## src/rtl/faes_pkg.sv

```systemverilog
// Constants and types for the flash access error status block
// Operation
// (RULE1) Sequencer is command-locked whenever code error, data error or lock flag is 1.
// (RULE2) Software clears both error flags, then issues Status Clear or Forced Stop.
// (RULE3) Status register is an 8-bit unit and resets to 00.
// (RULE4) Error flag clears only by writing 0 after reading 1; writing 1 keeps it.
// (RULE5) Any error flag rising sets the illegal-operation flag and enters lock.
// (RULE6) Code mode: start address 40_0000..FF_FFFF sets code error flag.
// (RULE7) Data mode: start address 1_0000..7_FFFF sets data error flag.
// (RULE8) Data mode config command: address <=0_003F or >=0_0100 sets data error.
// (RULE9) Data mode OTP Set: address <=0_003F or >=0_00A0 sets data error.
// (RULE10) Lock flag reads 1 while locked; set when an error enters the lock.
// (RULE11) Lock flag clears at Status Clear or Forced Stop start with both errors 0.
// (RULE12) Fix flag sets on a 1-bit correction in config, param, OTP or firmware RAM.
// (RULE13) Fix flag clears on Status Clear or Forced Stop when flash fix flags are 1.
// (RULE14) Firmware RAM correction: fix flag clears only on Forced Stop.
// (RULE15) Reserved bits 6,5,2,1 read reset value; software writes reset value.
// (RULE16) Bit 7 code error, bit 4 lock, bit 3 data error, bit 0 fix flag.
// (RULE17) Error interrupt requested when an enabled error or lock flag becomes 1.
// (RULE18) While locked, only Status Clear or Forced Stop are executed.
package faes_pkg;
  localparam logic [31:0] FAES_REG_ADDR = 32'hFFA10010;
  localparam logic [7:0] FAES_RESET_VAL = 8'h00;
  localparam logic [7:0] FAES_RSVD_MASK = 8'h66;
  localparam int FAES_BIT_CODE = 7;
  localparam int FAES_BIT_LOCK = 4;
  localparam int FAES_BIT_DATA = 3;
  localparam int FAES_BIT_FIX = 0;
  localparam logic [23:0] FAES_CODE_RSVD_LO = 24'h400000;
  localparam logic [23:0] FAES_CODE_RSVD_HI = 24'hFFFFFF;
  localparam logic [18:0] FAES_DATA_RSVD_LO = 19'h10000;
  localparam logic [18:0] FAES_DATA_RSVD_HI = 19'h7FFFF;
  localparam logic [18:0] FAES_CFG_LOW_MAX = 19'h0003F;
  localparam logic [18:0] FAES_CFG_HIGH_MIN = 19'h00100;
  localparam logic [18:0] FAES_OTP_HIGH_MIN = 19'h000A0;
  typedef enum logic [1:0] {
    FAES_MODE_READ,
    FAES_MODE_CODE,
    FAES_MODE_DATA
  } faes_mode_t;
  typedef enum logic [2:0] {
    FAES_CMD_OTHER,
    FAES_CMD_CONFIG_SET,
    FAES_CMD_OTP_SET,
    FAES_CMD_STATUS_CLEAR,
    FAES_CMD_FORCED_STOP
  } faes_cmd_t;
endpackage

```

## src/rtl/faes_addr_check.sv

```systemverilog
// Start-address range check for issued sequencer commands
`timescale 1ns/1ps
`default_nettype none
module faes_addr_check
  import faes_pkg::*;
(
  input wire faes_mode_t mode_i,
  input wire faes_cmd_t cmd_i,
  input wire logic [31:0] addr_i,
  output logic code_err_o,
  output logic data_err_o
);
  logic [23:0] code_addr;
  logic [18:0] data_addr;
  assign code_addr = addr_i[23:0];
  assign data_addr = addr_i[18:0];

  always_comb begin
    code_err_o = 1'b0;
    data_err_o = 1'b0;
    if (mode_i == FAES_MODE_CODE) begin
      code_err_o = (code_addr >= FAES_CODE_RSVD_LO) && (code_addr <= FAES_CODE_RSVD_HI); // RULE6
    end
    if (mode_i == FAES_MODE_DATA) begin
      if ((data_addr >= FAES_DATA_RSVD_LO) && (data_addr <= FAES_DATA_RSVD_HI)) begin
        data_err_o = 1'b1; // RULE7
      end
      if (cmd_i == FAES_CMD_CONFIG_SET) begin
        if ((data_addr <= FAES_CFG_LOW_MAX) || (data_addr >= FAES_CFG_HIGH_MIN)) begin
          data_err_o = 1'b1; // RULE8
        end
      end
      if (cmd_i == FAES_CMD_OTP_SET) begin
        if ((data_addr <= FAES_CFG_LOW_MAX) || (data_addr >= FAES_OTP_HIGH_MIN)) begin
          data_err_o = 1'b1; // RULE9
        end
      end
    end
  end
endmodule
`default_nettype wire

```

## src/rtl/faes_status.sv

```systemverilog
// Access error status register, command lock and error interrupt
`timescale 1ns/1ps
`default_nettype none
module faes_status
  import faes_pkg::*;
(
  input wire logic clk_i,
  input wire logic rst_b_i,
  input wire logic [31:0] pbus_addr_i,
  input wire logic pbus_sel_i,
  input wire logic pbus_wr_i,
  input wire logic [7:0] pbus_wdata_i,
  output logic [7:0] pbus_rdata_o,
  input wire faes_mode_t mode_i,
  input wire logic cmd_valid_i,
  input wire faes_cmd_t cmd_i,
  input wire logic [31:0] command_start_address_i,
  input wire logic fix_event_i,
  input wire logic config_fix_flag_i,
  input wire logic param_table_fix_flag_i,
  input wire logic onetime_area_fix_flag_i,
  input wire logic firmware_ram_fix_flag_i,
  input wire logic [7:0] access_error_irq_enables_i,
  output logic cmd_exec_o,
  output logic illegal_operation_set_o,
  output logic sequencer_locked_o,
  output logic flash_error_irq_o
);
  logic rst_sync1_ff;
  logic rst_sync2_ff;
  logic rst_b;
  logic code_region_error_flag_ff;
  logic data_region_error_flag_ff;
  logic sequencer_lock_flag_ff;
  logic single_bit_fix_flag_ff;
  logic code_armed_ff;
  logic data_armed_ff;
  logic [7:0] pbus_rdata_ff;
  logic cmd_exec_ff;
  logic illegal_ff;
  logic locked_ff;
  logic irq_ff;
  logic code_hit;
  logic data_hit;
  logic hit;
  logic rd;
  logic wr;
  logic clear_cmd;
  logic locked;
  logic code_set;
  logic data_set;
  logic lock_set;
  logic [7:0] status_word;
  logic [7:0] prev_word_ff;

  always_ff @(posedge clk_i or negedge rst_b_i) begin
    if (!rst_b_i) begin
      rst_sync1_ff <= 1'b0;
      rst_sync2_ff <= 1'b0;
    end else begin
      rst_sync1_ff <= 1'b1;
      rst_sync2_ff <= rst_sync1_ff;
    end
  end
  assign rst_b = rst_sync2_ff;

  faes_addr_check u_addr_check (
    .mode_i(mode_i),
    .cmd_i(cmd_i),
    .addr_i(command_start_address_i),
    .code_err_o(code_hit),
    .data_err_o(data_hit)
  );

  assign hit = pbus_sel_i && (pbus_addr_i == FAES_REG_ADDR);
  assign rd = hit && !pbus_wr_i;
  assign wr = hit && pbus_wr_i;
  // RULE1
  assign locked = code_region_error_flag_ff || data_region_error_flag_ff || sequencer_lock_flag_ff;
  assign clear_cmd = cmd_valid_i && ((cmd_i == FAES_CMD_STATUS_CLEAR) || (cmd_i == FAES_CMD_FORCED_STOP));
  // Commands other than the clearing pair are range checked only when not locked
  assign code_set = cmd_valid_i && !locked && !clear_cmd && code_hit; // RULE18
  assign data_set = cmd_valid_i && !locked && !clear_cmd && data_hit; // RULE18
  assign lock_set = code_set || data_set;

  // Read of 1 arms the zero-write clear of that flag
  always_ff @(posedge clk_i or negedge rst_b) begin
    if (!rst_b) begin
      code_armed_ff <= 1'b0;
      data_armed_ff <= 1'b0;
    end else if (rd) begin
      code_armed_ff <= code_region_error_flag_ff; // RULE4
      data_armed_ff <= data_region_error_flag_ff; // RULE4
    end
  end

  // Setting wins over a same-cycle clearing write
  always_ff @(posedge clk_i or negedge rst_b) begin
    if (!rst_b) begin
      code_region_error_flag_ff <= 1'b0;
    end else if (code_set) begin
      code_region_error_flag_ff <= 1'b1; // RULE6
    end else if (wr && code_armed_ff && !pbus_wdata_i[FAES_BIT_CODE]) begin
      code_region_error_flag_ff <= 1'b0; // RULE4
    end
  end

  always_ff @(posedge clk_i or negedge rst_b) begin
    if (!rst_b) begin
      data_region_error_flag_ff <= 1'b0;
    end else if (data_set) begin
      data_region_error_flag_ff <= 1'b1; // RULE7
    end else if (wr && data_armed_ff && !pbus_wdata_i[FAES_BIT_DATA]) begin
      data_region_error_flag_ff <= 1'b0; // RULE4
    end
  end

  always_ff @(posedge clk_i or negedge rst_b) begin
    if (!rst_b) begin
      sequencer_lock_flag_ff <= 1'b0;
    end else if (lock_set) begin
      sequencer_lock_flag_ff <= 1'b1; // RULE10
    end else if (clear_cmd && !code_region_error_flag_ff && !data_region_error_flag_ff) begin
      sequencer_lock_flag_ff <= 1'b0; // RULE11
    end
  end

  always_ff @(posedge clk_i or negedge rst_b) begin
    if (!rst_b) begin
      single_bit_fix_flag_ff <= 1'b0;
    end else if (fix_event_i) begin
      single_bit_fix_flag_ff <= 1'b1; // RULE12
    end else if (firmware_ram_fix_flag_i) begin
      if (cmd_valid_i && (cmd_i == FAES_CMD_FORCED_STOP)) begin
        single_bit_fix_flag_ff <= 1'b0; // RULE14
      end
    end else if (clear_cmd && config_fix_flag_i && param_table_fix_flag_i && onetime_area_fix_flag_i) begin
      single_bit_fix_flag_ff <= 1'b0; // RULE13
    end
  end

  // RULE16 RULE15
  always_comb begin
    status_word = FAES_RESET_VAL & FAES_RSVD_MASK;
    status_word[FAES_BIT_CODE] = code_region_error_flag_ff;
    status_word[FAES_BIT_LOCK] = sequencer_lock_flag_ff;
    status_word[FAES_BIT_DATA] = data_region_error_flag_ff;
    status_word[FAES_BIT_FIX] = single_bit_fix_flag_ff;
  end

  always_ff @(posedge clk_i or negedge rst_b) begin
    if (!rst_b) begin
      pbus_rdata_ff <= FAES_RESET_VAL; // RULE3
    end else begin
      pbus_rdata_ff <= rd ? status_word : 8'h00;
    end
  end

  always_ff @(posedge clk_i or negedge rst_b) begin
    if (!rst_b) begin
      cmd_exec_ff <= 1'b0;
      illegal_ff <= 1'b0;
      locked_ff <= 1'b0;
      irq_ff <= 1'b0;
      prev_word_ff <= FAES_RESET_VAL;
    end else begin
      prev_word_ff <= status_word;
      cmd_exec_ff <= cmd_valid_i && !clear_cmd && !locked && !lock_set; // RULE18
      illegal_ff <= lock_set; // RULE5
      locked_ff <= locked || lock_set; // RULE1
      // Request on a rising enabled flag
      irq_ff <= |(status_word & ~prev_word_ff & access_error_irq_enables_i & ~FAES_RSVD_MASK); // RULE17
    end
  end

  assign pbus_rdata_o = pbus_rdata_ff;
  assign cmd_exec_o = cmd_exec_ff;
  assign illegal_operation_set_o = illegal_ff;
  assign sequencer_locked_o = locked_ff;
  assign flash_error_irq_o = irq_ff;
endmodule
`default_nettype wire

```

## config.mk

```make
export PLATFORM = sky130hd
export DESIGN_NAME = faes_status
export DESIGN_NICKNAME = d
export VERILOG_FILES = /design/src/rtl/faes_pkg.sv /design/src/rtl/faes_addr_check.sv /design/src/rtl/faes_status.sv
export SDC_FILE = /design/constraint.sdc
export NUM_CORES = 1
export LEC_CHECK = 0
export ABC_CLOCK_PERIOD_IN_PS = 2000
export BUFFER_PORTS_ARGS = -buffer_cell sky130_fd_sc_hd__buf_2
export CAP_MARGIN = 0
export CORE_MARGIN = 1
export CORE_UTILIZATION = 35
export DETAILED_ROUTE_END_ITERATION = 8
export PLACE_DENSITY_LB_ADDON = 0.08
export SETUP_SLACK_MARGIN = 0.2
export SLEW_MARGIN = 20
export SYNTH_ARGS = -nofsm -noshare
export SYNTH_HDL_FRONTEND = slang
export SYNTH_SLANG_ARGS = --single-unit
```

## constraint.sdc

```tcl
create_clock -name clk_i -period 2 [get_ports clk_i]
set_clock_uncertainty 0.2 [all_clocks]
set_input_delay 0.4 -clock clk_i [delete_from_list [all_inputs] [get_ports clk_i]]
set_output_delay 0.4 -clock clk_i [all_outputs]
set_load 0.02 [all_outputs]
```

### Yosys cells after proc, flatten, opt, wreduce, memory -nomap -nowiden

Index checks and enable logic that the tools add are counted.
W data, S select, Z words.

* bits of input ports: 95
* output and inout bits: 12
* logic and storage cells: 94
* bits in registers: 24

* muxes and demuxes: 18
* eq/ne operators: 8
* bitwise gates (word level): 3
* order comparisons: 7
* reduce and logical (&&, ||, !) cells: 44

Operators with widths (count)
* $eq A32 B32 Y1 const B: 1
* $ge A24 B23 Y1 const B: 1
* $le A24 B24 Y1 const B: 1
* $logic_and A1 B1 Y1: 23
* $ge A19 B17 Y1 const B: 1
* $ge A19 B8 Y1 const B: 1
* $ge A19 B9 Y1 const B: 1
* $le A19 B19 Y1 const B: 1
* $le A19 B6 Y1 const B: 1
* $mux W1: 17
* $and A8 B8 Y8: 2
* $logic_not A1 Y1: 8
* $mux W8: 1
* $not A8 Y8: 1
* $logic_or A1 B1 Y1: 7
* $eq A3 B2 Y1 const B: 2
* $reduce_bool A2 Y1: 3
* $reduce_or A4 Y1: 1
* $eq A3 B1 Y1 const B: 1
* $eq A3 B3 Y1 const B: 1
* $ne A3 B2 Y1 const B: 1
* $reduce_bool A3 Y1: 1
* $eq A2 B1 Y1 const B: 1
* $eq A2 B2 Y1 const B: 1
* $reduce_and A2 Y1: 1

### Depth between registers and ports, before layout

* word-level depth: 12
* gate-level depth with buffers: 4

### Hierarchy

From an unflattened synthesis, not the netlist that was laid out.

* cells, all modules: 90
* area, all modules: 1001.0 µm²

Modules (own cells, without submodules)
* faes_status: instances 1, cells each 76, sequential area each 500.5 µm², area each 917.1 µm²
* faes_addr_check: instances 1, cells each 14, sequential area each 0.0 µm², area each 83.8 µm²

### Worst setup path before layout

OpenSTA, ideal clock, no wires.

* path kind: input to register
* start: input port pbus_addr_i[12]
* end: register code_armed_ff
* path buffers: 0
* stages on the path: 4
* required time: 1.675 ns
* arrival time: 2.108 ns
* path slack: -0.433 ns
* cell sequence: or4_1 > or4_4 > nor4_4 > mux2_2

* cells in the longest elaborated chain, start to end: 3

Ends and longest elaborated chain
* start: declaration: line faes_status.sv:9 `input wire logic [31:0] pbus_addr_i,`
* $eq A32 B32 Y1: line faes_status.sv:75 `assign hit = pbus_sel_i && (pbus_addr_i == FAES_REG_ADDR);`
* $logic_and A1 B1 Y1: line faes_status.sv:75
* $logic_and A1 B1 Y1: line faes_status.sv:76 `assign rd = hit && !pbus_wr_i;`
* end signal: assignment: line faes_status.sv:92 `code_armed_ff <= code_region_error_flag_ff;`
* end: declaration: line faes_status.sv:36 `logic code_armed_ff;`

No other way between the ends.
A chain may end at the register's enable or synchronous reset.

### Worst setup path after layout

* start: input port pbus_addr_i[17]
* end: register code_armed_ff

The elaborated chain is that of the path after synthesis.

==> results_dict.tcl <==
set metrics [dict create \
    synth-edff-count 0 \
    num-fill-cells 219 \
    r2r_slack_ns 0.55 \
    avgSynthCellArea_um2 11.05 \
    max_slew.worst_pin.slew_ns 0.6769 \
    ys_types 38 \
    wl_per_cell_um 11.41 \
    drive_above_1_share_pct 55.81 \
    grt_usage_pct 15.89 \
    p_leak_uw 0.0007898 \
    clk_path_buf_depth 2 \
    synth.top_cell.area_share_pct 50.31 \
    wirelength_met1_um 900 \
    instances_no_fill 202 \
    status "finished, violations left" \
    setup_violations 8 \
    grt_pass1_vias 999 \
    cts-root-buf "clkbuf_4" \
    ir_drop_v 0.0004076 \
    port_buffers 76 \
    cts_sinks 20 \
    drt-total-wl_mm 2.305 \
    dp_hpwl_mm 1.951 \
    fp-row-count 18 \
    initial_core_util_pct 38.41 \
    synth.largest_area_cell "dfrtp_1" \
    netlist_area_um2 994.7 \
    end_kind "flip-flop" \
    die_w_um 55.31 \
    vias_per_cell 4.936 \
    clk_pin_slew_ns 0.10 \
    post-cts-setup-buffers 0 \
    vias 997 \
    grt_overflow 0 \
    insertedDiodeCount 0 \
    grt_max_degree 19 \
    ys_seq_area_share_pct 50.31 \
    cts_tree "yes" \
    placed_cells 198 \
    die_y_um 55.31 \
    antenna_found_initial 0 \
    cp_max_fo 3 \
    fin_crit_sh_pct 107.8 \
    violations "negative setup slack" \
    slew_headroom_pct 54.87 \
    dr_wl_met2_mm 1.235 \
    critical_path_arrival_ns 2.14 \
    hold_viol 0 \
    fin_nets 269 \
    netlist_instances 90 \
    p_per_area_nw_per_um2 463.8 \
    p_total_uw 707.4 \
    synth-seq-cells 20 \
    ys_top_cells_by_area "dfrtp_1 (50%), and2_2 (3.0%), buf_4 (3.0%)" \
    fin_crit_ns 2.156 \
    hold_slack_ns 0.08370 \
    tns_ns -0.8197 \
    grt_pass1_wl_mm 3.953 \
    rsz0062_at_grt "yes" \
    crit_path_cell_trace "buf_6 -> or4_1 -> or4_4 -> nor4_4 -> mux2_4" \
    slowest_stage "or4_4" \
    synth_ff_type "dfrtp_1" \
    rr_startpoint "code_region_error_flag_ff" \
    numCtsBuffers 3 \
    drt_iter0_drc 20 \
    io-pin-count 107 \
    r2r.worst_path.cells 4 \
    fp.coreArea_um2 2590 \
    fmax_mhz 463.7 \
    syn2layout_area_growth_pct 53.33 \
    finalMaxSlewViolations 0 \
    dr_wl_met3_um 140 \
    yosysWarnings 0 \
    slowest_delay_ns 0.55 \
    drc 0 \
    cts_htree_levels 1 \
    critPathKind "input pin to flip-flop" \
    insertion_delay_ns 0.28 \
    r2r_end "sequencer_locked_o" \
    postRouteAntennaNets 0 \
    gp_congestion 0.6658 \
    maxCapViolations 0 \
    cp_data_required_time_ns 1.98 \
    synthArstFlopShare_pct 100.0 \
    top_layer "met4" \
    hold_path.class "flip-flop to async pin" \
    die-area_um2 3059 \
    first_pass_iters 4 \
    setup_ws_ns -0.1565 \
    start_kind "input pin" \
]
through the flow:
| stage | utilization (%) | worst slack [ns] | cell area [um^2] |
|---|---|---|---|
| 5_1_grt | 58.89 | -0.1997 | 1525 |
| 3_5_place_dp | 54.88 | -0.5958 | 1421 |
| 6_report | 58.89 | -0.1565 | 1525 |
| 2_1_floorplan | - | -0.4330 | 1011 |
| 4_1_cts | 57.92 | -0.1758 | 1500 |
| 3_3_place_gp | 54.88 | -0.5200 | 1421 |
registers in the layout, summed over array words and instances, names as in the netlist:
register and count:
rst_b 1, prev_word_ff 4, data_armed_ff 1, code_region_error_flag_ff 1, rst_sync1_ff 1, single_bit_fix_flag_ff 1
data_region_error_flag_ff 1, cmd_exec_o 1, sequencer_locked_o 1, flash_error_irq_o 1, illegal_operation_set_o 1, code_armed_ff 1
pbus_rdata_o 4, sequencer_lock_flag_ff 1
area by class of cell:
cell class,count,area [um^2],area share [%]
inverters,5,18.77,1.231
multi-input cells,64,501.7,32.90
clock buffers,3,22.52,1.477
well taps,30,37.54,2.461
flip-flops and latches,20,500.5,32.81
repair buffers,80,444.2,29.12
repair_timing:
action                                 CTS  global route
hold buffers                             1             0
pin swaps                                4             3
resized for setup                       11             4
endpoints found under the hold margin    2             0
cloned                                   0             0
setup endpoints to repair                9            12
worst max-delay path: cells and delay by family:
family / cells / cell delay [ns]
AND/OR/NAND/NOR: 3 / 1.31
multiplexers: 1 / 0.33
buffers and inverters: 1 / 0.09
synth_stat cells (2+ instances only):
cell type and number:
nor4_1 3, and2_2 4, nand3_1 2, nand2b_1 2, mux2_2 2, o22ai_1 2
or4_1 4, nor2_1 5, buf_4 4, a21oi_1 2, nand2_1 3, dfrtp_1 20
conb_1 2, nand4_1 2, nor3b_1 3, inv_1 5, nand3b_1 4
cell usage in the layout (no fill, tap or decap), types with 3 or more instances in the layout:
cell type	count
dfrtp_1	20
and2_4	4
nor2_1	5
conb_1	5
nand2_1	3
or4_1	4
nand3b_1	4
buf_4	3
inv_1	5
buf_6	5
buf_2	71
clkbuf_4	3
how the worst max path moves through the flow:
| stage | from | endpoint | slack, ns | cells after the start |
|---|---|---|---|---|
| floorplan | pbus_addr_i[12] | code_armed_ff | -0.43 | 4 |
| global placement | pbus_addr_i[12] | code_armed_ff | -0.52 | 5 |
| detailed placement | pbus_addr_i[12] | data_armed_ff | -0.60 | 5 |
| CTS | pbus_addr_i[12] | data_armed_ff | -0.18 | 5 |
| global route | pbus_addr_i[17] | data_armed_ff | -0.20 | 5 |
| finish | pbus_addr_i[17] | code_armed_ff | -0.16 | 5 |
logic make-up after synthesis:
kind of cell | count (synthesis) | synth area share (%)
AND/OR/NAND/NOR | 45 | 32.58
flip-flops | 20 | 50.31
AO/OA/AOI/OAI | 10 | 7.297
buffers and inverters | 9 | 4.906
multiplexers | 3 | 3.270
other | 2 | 0.7550
XOR/XNOR | 1 | 0.8807
metal layers:
metal,track usage (%),up-vias
li1,-,492
met1,17.65,453
met2,29.26,50
met3,1.405,2
met4,9.286,0
met5,0,-
report_power, final:
part / total, uW / switching (uW) / leakage, uW / internal [uW]
clock network: 177 / 107 / 0.0000138 / 69.9
registers: 415 / 7.43 / 0.000239 / 407
logic: 115 / 43.9 / 0.000537 / 71.3
Note: power is estimated with default switching activity, not from simulation.
